### src/isvu_pkg.sv
// -----------------------------------------------------------------
// Shared constants and types of the interrupt source vector unit
// -----------------------------------------------------------------
package isvu_pkg;
	// Register offsets (byte addresses on APB)
	localparam logic [7:0] ISVU_OFF_CTRL = 8'h00;
	localparam logic [7:0] ISVU_OFF_FLOOR = 8'h04;
	localparam logic [7:0] ISVU_OFF_VBASE = 8'h08;
	localparam logic [7:0] ISVU_OFF_MATCH = 8'h0C;
	localparam logic [7:0] ISVU_OFF_EDGE = 8'h10;
	localparam logic [7:0] ISVU_OFF_REQ = 8'h14;
	localparam logic [7:0] ISVU_OFF_LVL0 = 8'h18;
	localparam logic [7:0] ISVU_OFF_STAT = 8'h28;
	// Control register field positions
	localparam int ISVU_CTRL_GIE = 0;
	localparam int ISVU_CTRL_SSTEP = 1;
	localparam int ISVU_CTRL_AMATCH = 2;
	localparam int ISVU_CTRL_I2C = 3;
	localparam int ISVU_CTRL_CAUSE8 = 6;
	localparam int ISVU_CTRL_CAUSE9 = 7;
	// Vector tables
	localparam logic [19:0] ISVU_FIX_BASE = 20'hFFFDC;
	localparam logic [7:0] ISVU_BRK_REDIRECT = 8'hFF;
	// Software numbers with a special source mux
	localparam int ISVU_NUM_EXT3 = 4;
	localparam int ISVU_NUM_SIO4 = 8;
	localparam int ISVU_NUM_SIO3 = 9;
	localparam int ISVU_NUM_KEY = 13;
	localparam int ISVU_NUM_U2TX = 15;
	localparam int ISVU_NUM_U2RX = 16;
	localparam int ISVU_NUM_EXT0 = 29;
	// Numbers fed straight from peripheral event inputs
	localparam logic [31:0] ISVU_DIRECT_MASK = 32'h1FFE5CE0;
	// Fixed vector kinds, in table order; VAR means variable table
	typedef enum logic [3:0] {
		K_UND = 4'h0, K_OVF = 4'h1, K_BRK = 4'h2, K_AMATCH = 4'h3,
		K_SSTEP = 4'h4, K_WDT = 4'h5, K_DBC = 4'h6, K_NMI = 4'h7,
		K_RESET = 4'h8, K_VAR = 4'h9
	} isvu_kind_t;
	// Acceptance order among non-maskable sources, first wins
	localparam isvu_kind_t ISVU_PRIO [9] = '{K_RESET, K_NMI, K_DBC,
		K_WDT, K_SSTEP, K_AMATCH, K_UND, K_OVF, K_BRK};
	// Vector fetch state machine, one-hot
	typedef enum logic [2:0] {
		ST_IDLE = 3'b001, ST_FETCH = 3'b010, ST_LOAD = 3'b100
	} isvu_state_t;
	// CPU side event strobes travelling together
	typedef struct packed {
		logic instr_done; // Instruction completed
		logic instr_start; // About to execute an instruction
		logic [19:0] instr_addr; // Address of that instruction
		logic trap_und; // Illegal opcode executed
		logic trap_ovf; // Overflow trap taken
		logic trap_brk; // Breakpoint instruction executed
		logic wdt_event; // Watchdog underflow
		logic dbg_break; // Debugger break request
		logic soft_req; // Software INT request
		logic [5:0] soft_num; // Its software number
	} isvu_cpu_evt_t;
	// Serial sources that share vector slots
	typedef struct packed {
		logic sio4; // Sync serial four event
		logic sio3; // Sync serial three event
		logic u2_tx; // Async serial two transmit
		logic u2_rx; // Async serial two receive
		logic u2_nack; // I2C acknowledge missing
		logic u2_ack; // I2C acknowledge seen
	} isvu_ser_evt_t;
	// All state of the unit
	typedef struct packed {
		isvu_state_t st;
		logic wait_rd;
		logic [1:0] bcnt;
		logic [19:0] faddr;
		logic [31:0] fdata;
		logic brk_chk;
		isvu_kind_t kind;
		logic [5:0] num;
		logic gie, sstep_en, amatch_en, i2c_mode;
		logic [1:0] cause_sel;
		logic [2:0] floor;
		logic [19:0] vbase, match_addr;
		logic [11:0] edge_pol;
		logic [31:0] req;
		logic [31:0][2:0] lvl;
		logic [8:0] spec;
		logic soft_pend;
		logic [5:0] soft_num;
		logic [7:0] s1, s2;
		logic [5:0] ext_prev;
		logic nmi_prev;
		logic [3:0] k1, k2;
		logic pready, pslverr;
		logic [31:0] prdata;
		logic mem_rd;
		logic [19:0] mem_addr;
		logic pc_load;
		logic [19:0] pc_value;
		logic [5:0] vec_num;
		logic rst_hold;
	} isvu_regs_t;
endpackage

### src/isvu_top.sv
// The address map and register access over APB were decided locally.
`timescale 1ns/1ps
// What this block does
// - Low reset pin forces reset, own vector
// - Special sources ignore enable flag, levels
// - Step enable raises step after instructions
// - Match enable traps before matching instruction
// - No match unless first instruction byte
// - Peripherals maskable, share slots 4 to 31
// - Low key pin raises key interrupt
// - Edge pins trigger on selected edge
// - Accept loads PC from vector entry
// - Fixed table from FFFDC, four bytes each
// - Fixed vectors ordered undefined up to reset
// - Breakpoint vector FF redirects to slot zero
// - Variable table: 256 bytes at base
// - Entry n sits at base plus 4n
// - Numbers 4 to 12 assigned as listed
// - Numbers 13 to 18 assigned as listed
// - Numbers 19 to 31 assigned as listed
// - Numbers 0, 32 to 63 unmaskable software
// - Cause select bits pick slot 8, 9 source
// - I2C mode routes acknowledge events to serial two
// - Maskable accept needs flag, request, higher level
// - Request set by hardware, cleared on fetch
// - Enable flag gates maskables, cleared at reset
module isvu_top (
	input wire logic i_clk_sys,
	input wire logic i_sys_rst,
	// APB slave
	input wire logic i_psel,
	input wire logic i_penable,
	input wire logic i_pwrite,
	input wire logic [7:0] i_paddr,
	input wire logic [31:0] i_pwdata,
	output logic o_pready,
	output logic o_pslverr,
	output logic [31:0] o_prdata,
	// Pins, asynchronous
	input wire logic i_reset_pin_n,
	input wire logic i_nmi_pin_n,
	input wire logic [5:0] i_ext_pin,
	input wire logic [3:0] i_key_pin_n,
	// Same clock sources
	input wire logic [31:0] i_periph_evt,
	input wire isvu_pkg::isvu_ser_evt_t i_ser_evt,
	input wire isvu_pkg::isvu_cpu_evt_t i_cpu_evt,
	input wire logic i_accept_ok,
	// Vector byte reads
	input wire logic i_mem_valid,
	input wire logic [7:0] i_mem_data,
	output logic o_mem_rd,
	output logic [19:0] o_mem_addr,
	// Program counter load
	output logic o_pc_load,
	output logic [19:0] o_pc_value,
	output logic [5:0] o_vec_num,
	output logic o_reset_hold
);
	import isvu_pkg::*;

	// -------------------------------------------------------------
	// Helpers
	// -------------------------------------------------------------
	// Register index for an APB byte address, 15 when unmapped
	function automatic logic [3:0] reg_sel(input logic [7:0] a);
		logic [3:0] s;
		s = 4'hF;
		if (a[1:0] == 2'b00 && a <= ISVU_OFF_STAT) begin
			s = a[5:2];
		end
		return s;
	endfunction

	// -------------------------------------------------------------
	// State
	// -------------------------------------------------------------
	isvu_regs_t r_reg; // Registered state
	isvu_regs_t r_next; // Next state
	logic [31:0] ev; // Raw request events this cycle
	logic [31:0] clr; // Software clears of request bits
	logic [31:0] acc_clr; // Hardware clear on vector load
	logic [5:0] hit; // Edge pin triggers
	logic found; // A non-maskable source was picked
	isvu_kind_t sel; // The picked kind
	logic [2:0] best_lvl; // Highest eligible maskable level
	logic [5:0] best_num; // Its software number
	logic hold; // Reset pin is low (synchronised)
	logic [3:0] rs; // Decoded register

	// -------------------------------------------------------------
	// Next state logic
	// -------------------------------------------------------------
	always_comb begin
		r_next = r_reg;
		r_next.mem_rd = 1'b0;
		r_next.pc_load = 1'b0;
		r_next.pready = 1'b0;
		// Error and read data stand only beside the ready pulse
		r_next.pslverr = 1'b0;
		r_next.prdata = '0;
		clr = '0;
		acc_clr = '0;
		found = 1'b0;
		sel = K_RESET;
		best_lvl = '0;
		best_num = '0;
		rs = reg_sel(i_paddr);

		// Two-stage synchronisers; only stage two is looked at
		r_next.s1 = {i_ext_pin, i_nmi_pin_n, i_reset_pin_n};
		r_next.s2 = r_reg.s1;
		r_next.k1 = i_key_pin_n;
		r_next.k2 = r_reg.k1;
		r_next.ext_prev = r_reg.s2[7:2];
		r_next.nmi_prev = r_reg.s2[1];
		hold = ~r_reg.s2[0];

		// Edge pins: polarity pair per pin, b0 rising, b1 falling
		for (int i = 0; i < 6; i++) begin
			hit[i] = (r_reg.edge_pol[2*i] & r_reg.s2[i+2]
				& ~r_reg.ext_prev[i])
				| (r_reg.edge_pol[2*i+1] & ~r_reg.s2[i+2]
				& r_reg.ext_prev[i]);
		end

		// Map sources onto software numbers
		ev = i_periph_evt & ISVU_DIRECT_MASK;
		ev[ISVU_NUM_EXT3] = hit[3];
		ev[ISVU_NUM_SIO4] = r_reg.cause_sel[0] ? hit[5]
			: i_ser_evt.sio4;
		ev[ISVU_NUM_SIO3] = r_reg.cause_sel[1] ? hit[4]
			: i_ser_evt.sio3;
		ev[ISVU_NUM_KEY] = |(~r_reg.k2);
		ev[ISVU_NUM_U2TX] = r_reg.i2c_mode ? i_ser_evt.u2_nack
			: i_ser_evt.u2_tx;
		ev[ISVU_NUM_U2RX] = r_reg.i2c_mode ? i_ser_evt.u2_ack
			: i_ser_evt.u2_rx;
		ev[ISVU_NUM_EXT0 +: 3] = hit[2:0];

		// APB slave: answer in the second access cycle
		if (i_psel && i_penable && !r_reg.pready) begin
			r_next.pready = 1'b1;
			r_next.pslverr = (rs == 4'hF);
			r_next.prdata = '0;
			if (i_pwrite) begin
				case (rs)
					ISVU_OFF_CTRL[5:2]: begin
						r_next.gie = i_pwdata[ISVU_CTRL_GIE];
						r_next.sstep_en = i_pwdata[ISVU_CTRL_SSTEP];
						r_next.amatch_en = i_pwdata[ISVU_CTRL_AMATCH];
						r_next.i2c_mode = i_pwdata[ISVU_CTRL_I2C];
						r_next.cause_sel = {i_pwdata[ISVU_CTRL_CAUSE9],
							i_pwdata[ISVU_CTRL_CAUSE8]};
					end
					ISVU_OFF_FLOOR[5:2]: r_next.floor = i_pwdata[2:0];
					ISVU_OFF_VBASE[5:2]: r_next.vbase = i_pwdata[19:0];
					ISVU_OFF_MATCH[5:2]: r_next.match_addr = i_pwdata[19:0];
					ISVU_OFF_EDGE[5:2]: r_next.edge_pol = i_pwdata[11:0];
					// Write one to drop a request; cannot set one
					ISVU_OFF_REQ[5:2]: clr = i_pwdata;
					ISVU_OFF_STAT[5:2]: begin
						// Read only
					end
					default: begin
						// Level words: eight nibbles each
						if (rs >= ISVU_OFF_LVL0[5:2] && rs != 4'hF) begin
							for (int j = 0; j < 8; j++) begin
								r_next.lvl[{rs[1:0] - ISVU_OFF_LVL0[3:2],
									3'(j)}] = i_pwdata[4*j +: 3];
							end
						end
					end
				endcase
			end else begin
				case (rs)
					ISVU_OFF_CTRL[5:2]: r_next.prdata = {24'h000000,
						r_reg.cause_sel, 2'b00, r_reg.i2c_mode,
						r_reg.amatch_en, r_reg.sstep_en, r_reg.gie};
					ISVU_OFF_FLOOR[5:2]: r_next.prdata = {29'h0, r_reg.floor};
					ISVU_OFF_VBASE[5:2]: r_next.prdata = {12'h000, r_reg.vbase};
					ISVU_OFF_MATCH[5:2]: r_next.prdata = {12'h000,
						r_reg.match_addr};
					ISVU_OFF_EDGE[5:2]: r_next.prdata = {20'h00000,
						r_reg.edge_pol};
					ISVU_OFF_REQ[5:2]: r_next.prdata = r_reg.req;
					ISVU_OFF_STAT[5:2]: r_next.prdata = {16'h0000,
						r_reg.st != ST_IDLE, r_reg.rst_hold, 2'b00,
						r_reg.kind, 2'b00, r_reg.vec_num};
					default: begin
						if (rs >= ISVU_OFF_LVL0[5:2] && rs != 4'hF) begin
							for (int j = 0; j < 8; j++) begin
								r_next.prdata[4*j +: 3] = r_reg.lvl[
									{rs[1:0] - ISVU_OFF_LVL0[3:2], 3'(j)}];
							end
						end
					end
				endcase
			end
		end

		// Acceptance: one source per acceptance, rest stay pending
		case (r_reg.st)
			ST_IDLE: begin
				if (i_accept_ok && !hold) begin
					// Special sources bypass flag and levels
					for (int k = 0; k < 9; k++) begin
						if (!found && r_reg.spec[ISVU_PRIO[k]]) begin
							found = 1'b1;
							sel = ISVU_PRIO[k];
						end
					end
					// Highest level above the floor, low number on ties
					for (int i = 1; i < 32; i++) begin
						if (r_reg.req[i] && r_reg.lvl[i] > r_reg.floor
							&& r_reg.lvl[i] > best_lvl) begin
							best_lvl = r_reg.lvl[i];
							best_num = 6'(i);
						end
					end
					if (found) begin
						r_next.spec[sel] = 1'b0;
						r_next.kind = sel;
						r_next.num = '0;
						r_next.faddr = ISVU_FIX_BASE
							+ {14'h0000, sel, 2'b00};
						r_next.brk_chk = (sel == K_BRK);
						r_next.st = ST_FETCH;
					end else if (r_reg.soft_pend) begin
						// Software INT: never masked by the flag
						r_next.soft_pend = 1'b0;
						r_next.kind = K_VAR;
						r_next.num = r_reg.soft_num;
						r_next.faddr = r_reg.vbase
							+ {12'h000, r_reg.soft_num, 2'b00};
						r_next.brk_chk = 1'b0;
						r_next.st = ST_FETCH;
					end else if (r_reg.gie && best_lvl != 3'h0) begin
						r_next.kind = K_VAR;
						r_next.num = best_num;
						r_next.faddr = r_reg.vbase
							+ {12'h000, best_num, 2'b00};
						r_next.brk_chk = 1'b0;
						r_next.st = ST_FETCH;
					end
					r_next.bcnt = '0;
					r_next.wait_rd = 1'b0;
				end
			end
			ST_FETCH: begin
				if (!r_reg.wait_rd) begin
					// Issue one byte read of the entry
					r_next.mem_rd = 1'b1;
					r_next.mem_addr = r_reg.faddr + {18'h00000, r_reg.bcnt};
					r_next.wait_rd = 1'b1;
				end else if (i_mem_valid) begin
					r_next.wait_rd = 1'b0;
					// Lowest address is least significant
					r_next.fdata[8*r_reg.bcnt +: 8] = i_mem_data;
					r_next.bcnt = r_reg.bcnt + 2'd1;
					if (r_reg.bcnt == 2'd3) begin
						if (r_reg.brk_chk
							&& r_reg.fdata[7:0] == ISVU_BRK_REDIRECT) begin
							// Fall back to variable slot zero
							r_next.faddr = r_reg.vbase;
							r_next.brk_chk = 1'b0;
							r_next.kind = K_VAR;
						end else begin
							r_next.st = ST_LOAD;
						end
					end
				end
			end
			ST_LOAD: begin
				r_next.pc_load = 1'b1;
				r_next.pc_value = r_reg.fdata[19:0];
				r_next.vec_num = r_reg.num;
				// Any variable-table load below 32 drops that number's request
				if (r_reg.kind == K_VAR && r_reg.num < 6'd32) begin
					acc_clr[r_reg.num[4:0]] = 1'b1;
				end
				r_next.st = ST_IDLE;
			end
			default: r_next.st = ST_IDLE;
		endcase

		// Request bits: a new event wins over a software or load clear
		ev[0] = 1'b0;
		r_next.req = (r_reg.req & ~clr & ~acc_clr) | ev;

		// Special sources set after the clears above
		if (!r_reg.s2[1] && r_reg.nmi_prev) begin
			r_next.spec[K_NMI] = 1'b1;
		end
		if (i_cpu_evt.wdt_event) begin
			r_next.spec[K_WDT] = 1'b1;
		end
		if (i_cpu_evt.dbg_break) begin
			r_next.spec[K_DBC] = 1'b1;
		end
		if (r_reg.sstep_en && i_cpu_evt.instr_done) begin
			r_next.spec[K_SSTEP] = 1'b1;
		end
		// Start strobe only comes on an instruction's first byte
		if (r_reg.amatch_en && i_cpu_evt.instr_start
			&& i_cpu_evt.instr_addr == r_reg.match_addr) begin
			r_next.spec[K_AMATCH] = 1'b1;
		end
		if (i_cpu_evt.trap_und) begin
			r_next.spec[K_UND] = 1'b1;
		end
		if (i_cpu_evt.trap_ovf) begin
			r_next.spec[K_OVF] = 1'b1;
		end
		if (i_cpu_evt.trap_brk) begin
			r_next.spec[K_BRK] = 1'b1;
		end
		if (i_cpu_evt.soft_req) begin
			r_next.soft_pend = 1'b1;
			r_next.soft_num = i_cpu_evt.soft_num;
		end

		// Reset pin low: abort all, drop the flag, keep reset pending
		r_next.rst_hold = hold;
		if (hold) begin
			r_next.st = ST_IDLE;
			r_next.gie = 1'b0;
			r_next.spec = '0;
			r_next.spec[K_RESET] = 1'b1;
			r_next.soft_pend = 1'b0;
			r_next.req = '0;
		end
	end

	// -------------------------------------------------------------
	// Registers
	// -------------------------------------------------------------
	// Synchronous reset; all fields but st (ST_IDLE) clear, which also reads the
	// reset pin as low so a reset vector fetch follows
	always_ff @(posedge i_clk_sys) begin
		if (i_sys_rst) begin
			r_reg <= '0;
			r_reg.st <= ST_IDLE;
		end else begin
			r_reg <= r_next;
		end
	end

	// -------------------------------------------------------------
	// Outputs, straight from flops
	// -------------------------------------------------------------
	assign o_pready = r_reg.pready;
	assign o_pslverr = r_reg.pslverr;
	assign o_prdata = r_reg.prdata;
	assign o_mem_rd = r_reg.mem_rd;
	assign o_mem_addr = r_reg.mem_addr;
	assign o_pc_load = r_reg.pc_load;
	assign o_pc_value = r_reg.pc_value;
	assign o_vec_num = r_reg.vec_num;
	assign o_reset_hold = r_reg.rst_hold;
endmodule // isvu_top
### config.mk
export PLATFORM = sky130hd
export DESIGN_NAME = isvu_top
export DESIGN_NICKNAME = d
export VERILOG_FILES = /design/src/isvu_pkg.sv /design/src/isvu_top.sv
export SDC_FILE = /design/constraint.sdc
export NUM_CORES = 1
export LEC_CHECK = 0
export ABC_AREA = 1
export BUFFER_PORTS_ARGS = -buffer_cell sky130_fd_sc_hd__buf_2
export CAP_MARGIN = 20
export CORE_MARGIN = 2
export CORE_UTILIZATION = 35
export CTS_CLUSTER_DIAMETER = 150
export DETAILED_ROUTE_END_ITERATION = 10
export RECOVER_POWER = 50
export SYNTH_ARGS = -nofsm -noshare
export SYNTH_HDL_FRONTEND = slang
export SYNTH_SLANG_ARGS = --single-unit
### constraint.sdc
create_clock -name i_clk_sys -period 38.7 [get_ports i_clk_sys]
set_clock_uncertainty 0.15 [all_clocks]
set_input_delay 1.935 -clock i_clk_sys [delete_from_list [all_inputs] [get_ports i_clk_sys]]
set_output_delay 1.935 -clock i_clk_sys [all_outputs]
set_load 0.05 [all_outputs]
Word-level counts from Yosys, hierarchy flattened --
Index checks and enable logic that the tools add are counted.
Storage, ports and cells: register bits 388, latch bits 0, memory bits (writable) 0, ROM bits 0, input bits 139, output and inout bits 83, memories kept 0
Cells by class: add/sub/neg operators 7, $mul 0, div/mod/pow operators 0, magnitude comparators 85, equality and inequality tests 28, shift-type cells 2, mux-type cells 284, bitwise gates (word level) 56, reduce and logical (&&, ||, !) cells 167
Operators with widths (number):
- $bwmux W96 | 8
- $mux W3 | 123
- $mux W32 | 6
- $mux W6 | 32
- $gt A3 B3 Y1 | 61
- $mux W20 | 5
- $logic_and A1 B1 Y1 | 92
- $and A32 B32 Y32 | 2
- $not A32 Y32 | 2
- $mux W63 | 1
- $mux W59 | 1
- $lt A5 B6 Y1 const B | 9
- $reduce_bool A2 Y1 | 27
- $reduce_and A3 Y1 | 17
- $bmux W3 S2 | 8
- $demux W3 S2 | 8
- $mux W1 | 47
- $pmux W23 S2 | 1
- $ge A5 B1 Y1 const B | 9
- $mux W11 | 4
- $mux W4 | 11
- $pmux W3 S7 | 2
- $add A20 B8 Y20 | 2
- $mux W34 | 1
- 66 further kinds | 150

Depth between registers and ports, before layout --
Gate-level depths: netlist of the first run.
depth after elaboration 163, gate-level depth with buffers 254, gate-level depth less buffers 254

Least setup slack after synthesis of the first run --
No wires, ideal clock.
path type reg-to-reg, from register r_reg[310] (netlist name), to register r_reg[381] (netlist name), setup time 0.064 ns, data arrival time 32.253 ns, path slack 6.233 ns, cell stages (with the launch flop) 232, buffers on the path 0, period minus slack after synthesis 32.467 ns, cells stage by stage dfxtp_1 > ha_1 > nand3_1 > nand2_1 > inv_1 > nand2_2 > a21oi_1 > inv_1 > nor2_1 > ha_1 > inv_2 > nor2_2 > nor2_2 > nand4_1 > and2_2 > ha_1 > nand2_1 > nor2_2 > [... 196 more ...] > inv_1 > ha_1 > a21o_1 > a21oi_1 > o21ai_0 > nand2_1 > nor3_1 > nand2_1 > nor2_1 > inv_1 > nor4_1 > nand2_1 > or2_2 > nand3_1 > a22oi_1 > nand4_1 > nand2_1 > nor2_1
Between the ends: cells in the longest elaborated chain, start to end 162, elaborated cells between the ends (all ways) 259, those cells by class add/sub (1); order compare (61); eq/ne (1); mux (131); reduce/logical (65)
RTL lines:
- start: declaration | line isvu_top.sv:78 | isvu_regs_t r_reg;
- start signal: assignment | line isvu_top.sv:345 | r_reg <= r_next;
- $gt A3 B3 Y1 | line isvu_top.sv:215 | if (r_reg.req[i] && r_reg.lvl[i] > r_reg.floor
- $logic_and A1 B1 Y1 | line isvu_top.sv:215
- $logic_and A1 B1 Y1 | line isvu_top.sv:216 | && r_reg.lvl[i] > best_lvl) begin
- $mux W3 | line isvu_top.sv:215
- $mux W3 | line isvu_top.sv:205 | if (i_accept_ok && !hold) begin
- $mux W3 | line isvu_top.sv:203 | case (r_reg.st)
- $gt A3 B3 Y1 | line isvu_top.sv:216
- $logic_and A1 B1 Y1 | line isvu_top.sv:216
- [... 146 more ...]
- $mux W6 | line isvu_top.sv:205
- $mux W6 | line isvu_top.sv:203
- $add A20 B8 Y20 | line isvu_top.sv:242 | + {12'h000, best_num, 2'b00};
- $mux W20 | line isvu_top.sv:238 | end else if (r_reg.gie && best_lvl != 3'h0) begin
- $mux W20 | line isvu_top.sv:229 | end else if (r_reg.soft_pend) begin
- $mux W20 | line isvu_top.sv:221 | if (found) begin
- $mux W26 | line isvu_top.sv:205
- $pmux W23 S2 | line isvu_top.sv:203
Several ways; a longest one is shown, not always the timed one. The select of a mux whose other input is x is not followed. A chain may end at the register's enable or synchronous reset.

Worst setup path after layout of the first run --
from register r_reg[133] (netlist name), to register r_reg[381] (netlist name)
Same word-level chain as after synthesis.

==> results.sh, run 1 <==
export IMPL_status="complete, but fails checks"
export IMPL_violations="capacitance limit, slew limit"
export IMPL_yosys_warnings=0
export IMPL_final_hold_viol_count=0
export IMPL_dp_hpwl_um=65600
export IMPL_synthDistinctLibCells=67
export IMPL_die_y_um=261
export IMPL_async_reset_ff_share_pct=0
export IMPL_drt_total_wl_um=86300
export IMPL_first_pass_iters=5
export IMPL_cp_slowest_cell="a21oi_1"
export IMPL_path_clk_slew_ns=0.06
export IMPL_post_cts_buffers=0
export IMPL_row_count=94
export IMPL_fmax_mhz=28.2
export IMPL_antenna_found_initial=10
export IMPL_drtIter0Drc=2163
export IMPL_cts_sinks=376
export IMPL_finalCriticalPeriod_ns=35.45
export IMPL_crit_top_cell="ha_1"
export IMPL_p_leak_nw=11.1
export IMPL_post_dp_cell_area_um2=24400
export IMPL_seq_area_frac_synth_pct=32.6
export IMPL_grt_pass1_wl_um=127000
export IMPL_largest_register_ffs=274
export IMPL_timing_final_max_slew_violations=317
export IMPL_start_util_pct=35.3
export IMPL_clock_latency_ns=0.60
export IMPL_min_path_type="flop to flop"
export IMPL_syn_inst=3153
export IMPL_clock_root_buffer="clkbuf_16"
export IMPL_critical_path_arrival_ns=35.82
export IMPL_worst_pin_slew_ns=4.47
export IMPL_final_cell_mix="nand2_1 (383), dfxtp_1 (376), inv_1 (369)"
export IMPL_criticalPathCategory="flop to flop"
export IMPL_maxCapViolations=7
export IMPL_overflow=0
export IMPL_synth_edf_count=0
export IMPL_port_buffers=208
export IMPL_required_ns=39.06
export IMPL_cts_buffer_depth=3
export IMPL_final_common_cell="nand2_1"
export IMPL_fin_area_um2=25700
export IMPL_wl_per_cell_um=20.8
export IMPL_critPathMaxStageDelay_ns=0.61
export IMPL_syn_area_um2=23100
export IMPL_drc_errors=0
export IMPL_cts_hold_buf=0
export IMPL_peakVddDrop_mv=0.0302
export IMPL_synth_flop_cell="dfxtp_1"
export IMPL_dieArea_um2=68100
export IMPL_synthesis_nets=3444
export IMPL_endpoint_kind="flop"
export IMPL_crit_fanout=9
export IMPL_cp_start_kind="flop"
export IMPL_grt_pass1_vias=20500
export IMPL_syn_mean_instance_area_um2=7.32
export IMPL_yosys_register_bits=376
export IMPL_cts_made_buffers=43
export IMPL_setup_viol=0
export IMPL_cts_htree_levels=2
export IMPL_powerDensity_nw_per_um2=32.5
export IMPL_core_um2=65500
export IMPL_grt_usage_pct=24.7
export IMPL_syn2layout_area_growth_pct=11.4
export IMPL_cts_resized=0
export IMPL_finalCritPeriodShare_pct=91.6
export IMPL_vias_per_cell=5.36
export IMPL_maxSlewHeadroom_pct=-198
export IMPL_power_mw=0.837
export IMPL_gp_congestion=0.969
export IMPL_ant_nets=0
export IMPL_finalNetCount=3541
export IMPL_final_layout_size_suffix_gt1_share_pct=15.0
export IMPL_grt_max_degree=123
export IMPL_die_x_um=261
export IMPL_vias=22300
export IMPL_cts_tree="built"
export IMPL_pin_count=222
==> per-stage QoR <==
step / utilization (%) / cells / hold slack [ns] / worst slack, ns / TNS, ns
2_1_floorplan: - / 3153 / 0.238 / 6.23 / 0
3_3_place_gp: 37.2 / 4067 / 0.241 / 0.760 / 0
3_5_place_dp: 37.2 / 4067 / 0.243 / 0.399 / 0
4_1_cts: 39.3 / 4144 / 0.250 / 0.258 / 0
5_1_grt: 39.3 / 4151 / 0.269 / -0.0157 / -0.0157
6_report: 39.3 / 4152 / 0.249 / 3.25 / 0
==> path summary, 6_finish.rpt <==
path | start | endpoint | slack [ns] | cells after the start
worst max-delay path | r_reg[133] | r_reg[381] | 3.25 | 238
worst min-delay path | r_next[83] | r_reg[83] | 0.25 | 2
worst min register to register | r_next[83] | r_reg[83] | 0.25 | 2
worst max register to register | r_reg[133] | r_reg[381] | 3.25 | 238
==> metal layers <==
metal / GRT usage [%] / routed length [um]
met3: 4.51 / 7450
met4: 9.54 / 3260
met2: 37.8 / 37500
met1: 34.2 / 38100
met5: 0 / 22
==> layout make-up <==
cell class / instances / area (um2)
Clock inverter: 13 / 105
Timing Repair Buffer: 241 / 1160
Multi-Input combinational cell: 2168 / 13000
Antenna cell: 6 / 15.0
Fill cell: 6927 / 39800
Clock buffer: 64 / 1230
Sequential cell: 376 / 7530
Tap cell: 864 / 1080
Inverter: 420 / 1580
==> cells by family (layout without fill, tap and decap cells) <==
logic type | after synthesis | count (layout) | synth area share (%)
AOI/OAI and AO/OA | 841 | 841 | 21.1
xor gates and xnor gates | 29 | 29 | 1.10
adders and majority gates | 152 | 152 | 8.30
buffers and inverters | 609 | 738 | 11.5
DFF | 376 | 376 | 32.6
other | 0 | 6 | 0
and+or+nand+nor | 1146 | 1146 | 25.4
==> synthesized netlist by cell type (19+ instances only) <==
master    count  area (um2)
clkbuf_1     98         368
a21oi_1     294        1470
nor2_2       19         119
inv_1       371        1390
o211ai_1     31         233
nand2_1     383        1440
nand2_2      64         400
a22oi_1      21         158
nor3_1       30         150
o21ai_0     301        1510
nor2_1      257         965
o22ai_1      36         225
a31oi_1      19         119
nand3_2      42         420
ha_1        150        1880
nand3_1     208        1040
a211oi_1     29         218
buf_4        79         593
a221oi_1     26         228
dfxtp_1     376        7530
xor2_1       21         184
inv_2        40         150
nand2_4      45         507
nand4_1      36         225
==> power breakdown <==
group          total [mW]  switching (mW)  internal [mW]  leakage, nW
logic              0.0455          0.0316         0.0139         7.44
clock network       0.398           0.176          0.223        0.662
registers           0.393         0.00252          0.391         3.04
total               0.837           0.210          0.627         11.1
==> critical path, delay by kind of cell, from the launching register on <==
| kind | cells | cell delay [ns] |
|---|---|---|
| adders and majority gates | 32 | 9.09 |
| buffers and inverters | 15 | 1.14 |
| DFF | 1 | 0.39 |
| and+or+nand+nor | 141 | 15.62 |
| AOI/OAI and AO/OA | 50 | 8.97 |
(Power assumes the default switching activity.)
==> run 2, diff against run 1 <==
- clock period: 38.7 -> 37.5 ns (I/O delays scaled with it)
==> run 2 against run 1 <==
The flow still finishes with violations (capacitance limit, slew limit); die area stayed put; count of clock-buffer cells in the layout down 8; via count increased by 0.89%; hold slack better by 0.00050 ns; final cell count grew 0.26%; clock power is 21% higher; setup slack worse by 0.26 ns; sequential cell count unchanged; final area is 1.4% higher; global-route usage shrank 0.23 points; utilization grew 0.56 points; sequential power up 3%; critical path type unchanged; highest routed layer unchanged.
==> results.sh, run 2 (synthesized netlist as in run 1, its figures left out) <==
export IMPL_status="complete, but fails checks"
export IMPL_violations="capacitance limit, slew limit"
export IMPL_cts_tree="built"
export IMPL_hold_depth=2
export IMPL_dieArea_um2=68100
export IMPL_worst_pin_slew_ns=4.15
export IMPL_powerDensity_nw_per_um2=35.8
export IMPL_dp_hpwl_um=65300
export IMPL_grt_max_degree=129
export IMPL_wl_per_cell_um=20.6
export IMPL_critical_path_arrival_ns=34.84
export IMPL_hold_path_end="r_next[91]"
export IMPL_cts_hold_buf=0
export IMPL_port_buffers=208
export IMPL_finalNetCount=3550
export IMPL_dp_slack_ns=-0.0211
export IMPL_maxCapViolations=6
export IMPL_dp_cells=4072
export IMPL_min_path_type="flop to flop"
export IMPL_path_clk_slew_ns=0.06
export IMPL_finalCritPeriodShare_pct=92.0
export IMPL_die_y_um=261
export IMPL_die_x_um=261
export IMPL_post_dp_cell_area_um2=24400
export IMPL_antenna_found_initial=9
export IMPL_critPathMaxStageDelay_ns=0.38
export IMPL_seqCellArea_um2=7530
export IMPL_cts_buffer_depth=3
export IMPL_rrSetupSlack_ns=2.99
export IMPL_cts_made_buffers=45
export IMPL_ant_nets=0
export IMPL_syn2layout_area_growth_pct=13.0
export IMPL_peakVddDrop_mv=0.0310
export IMPL_clock_latency_ns=0.63
export IMPL_timing_final_max_slew_violations=267
export IMPL_final_cell_mix="nand2_1 (382), dfxtp_1 (376), inv_1 (369)"
export IMPL_gp_congestion=0.965
export IMPL_fin_cells=4163
export IMPL_rsz0062_at_grt="false"
export IMPL_maxSlewHeadroom_pct=-177
export IMPL_power_mw=0.935
export IMPL_final_hold_viol_count=0
export IMPL_finalCriticalPeriod_ns=34.51
export IMPL_cts_htree_levels=2
export IMPL_final_common_cell="nand2_1"
export IMPL_nFillCells=6889
export IMPL_min_from="r_next[99]"
export IMPL_grt_pass1_wl_um=126000
export IMPL_cts_sinks=376
export IMPL_core_um2=65500
export IMPL_vias=22500
export IMPL_p_leak_nw=11.3
export IMPL_fin_area_um2=26100
export IMPL_pin_count=222
export IMPL_r2r_start="r_reg[311]"
export IMPL_grt_usage_pct=24.4
export IMPL_cp_start_kind="flop"
export IMPL_vias_per_cell=5.39
export IMPL_row_count=94
export IMPL_first_pass_iters=8
export IMPL_overflow=0
export IMPL_largest_register_ffs=274
export IMPL_clock_root_buffer="clkbuf_16"
export IMPL_grt_pass1_vias=20300
export IMPL_crit_fanout=9
export IMPL_drt_total_wl_um=85800
export IMPL_start_util_pct=35.3
export IMPL_ff2ff_path_depth=248
export IMPL_drtIter0Drc=2320
export IMPL_drc_errors=0
export IMPL_setup_viol=0
export IMPL_required_ns=37.83
export IMPL_endpoint_kind="flop"
export IMPL_cp_slowest_cell="dfxtp_1"
export IMPL_fmax_mhz=29.0
export IMPL_criticalPathCategory="flop to flop"
export IMPL_holdWs_ns=0.250
export IMPL_finalWorstSetupSlack_ns=2.99
export IMPL_reg2reg_to="r_reg[378]"
export IMPL_final_layout_size_suffix_gt1_share_pct=15.8
export IMPL_multi_input_area_um2=13100
## run 2: metrics by stage
| step | utilization [%] | setup TNS, ns |
|---|---|---|
| 2_1_floorplan | - | 0 |
| 3_3_place_gp | 37.3 | 0 |
| 3_5_place_dp | 37.3 | -0.0211 |
| 4_1_cts | 39.8 | 0 |
| 5_1_grt | 39.8 | 0 |
| 6_report | 39.8 | 0 |
## run 2: what timing repair did
item | in CTS | in global routing
setup buffers | 0 | 3
resized for setup | 2 | 57
pin swaps | 0 | 2
endpoints found under the setup margin | 2 | 34
## run 2: power by group
group	total, mW	internal [mW]	switching, mW
sequential	0.406	0.403	0.00250
clock	0.483	0.288	0.195
combinational	0.0466	0.0141	0.0324
## run 2: area by class of cell
class                   count  area share [%]
clock inverters            26            1.60
clock buffers              56            4.63
multi-input cells        2168            50.0
inverters                 420            6.07
flip-flops and latches    376            28.8
diodes                      5          0.0480
repair buffers            248            4.63
well taps                 864            4.14
## run 2: routing by layer
layer	vias to the layer above	track usage, %	part of all wire, %
li1	10900	-	-
met1	10400	34.1	44
met2	1006	37.4	43
met3	157	4.33	9.2
met4	2	9.00	3.5
met5	-	0	0.014
## run 2: how the worst max path moves through the flow
stage	start	end	cells past startpoint
global placement	r_reg[311]	r_reg[381]	228
global route	r_reg[133]	r_reg[381]	249
CTS	r_reg[311]	r_reg[381]	229
finish	r_reg[311]	r_reg[378]	248
detailed placement	r_reg[311]	r_reg[381]	228
floorplan	r_reg[310]	r_reg[381]	231
## run 2: worst max-delay path: cells and delay by family (launching register included)
kind / cells / cell delay [ns]
DFF: 1 / 0.38
and+or+nand+nor: 146 / 15.79
AOI/OAI and AO/OA: 51 / 7.23
buffers and inverters: 19 / 1.68
adders and majority gates: 32 / 9.09
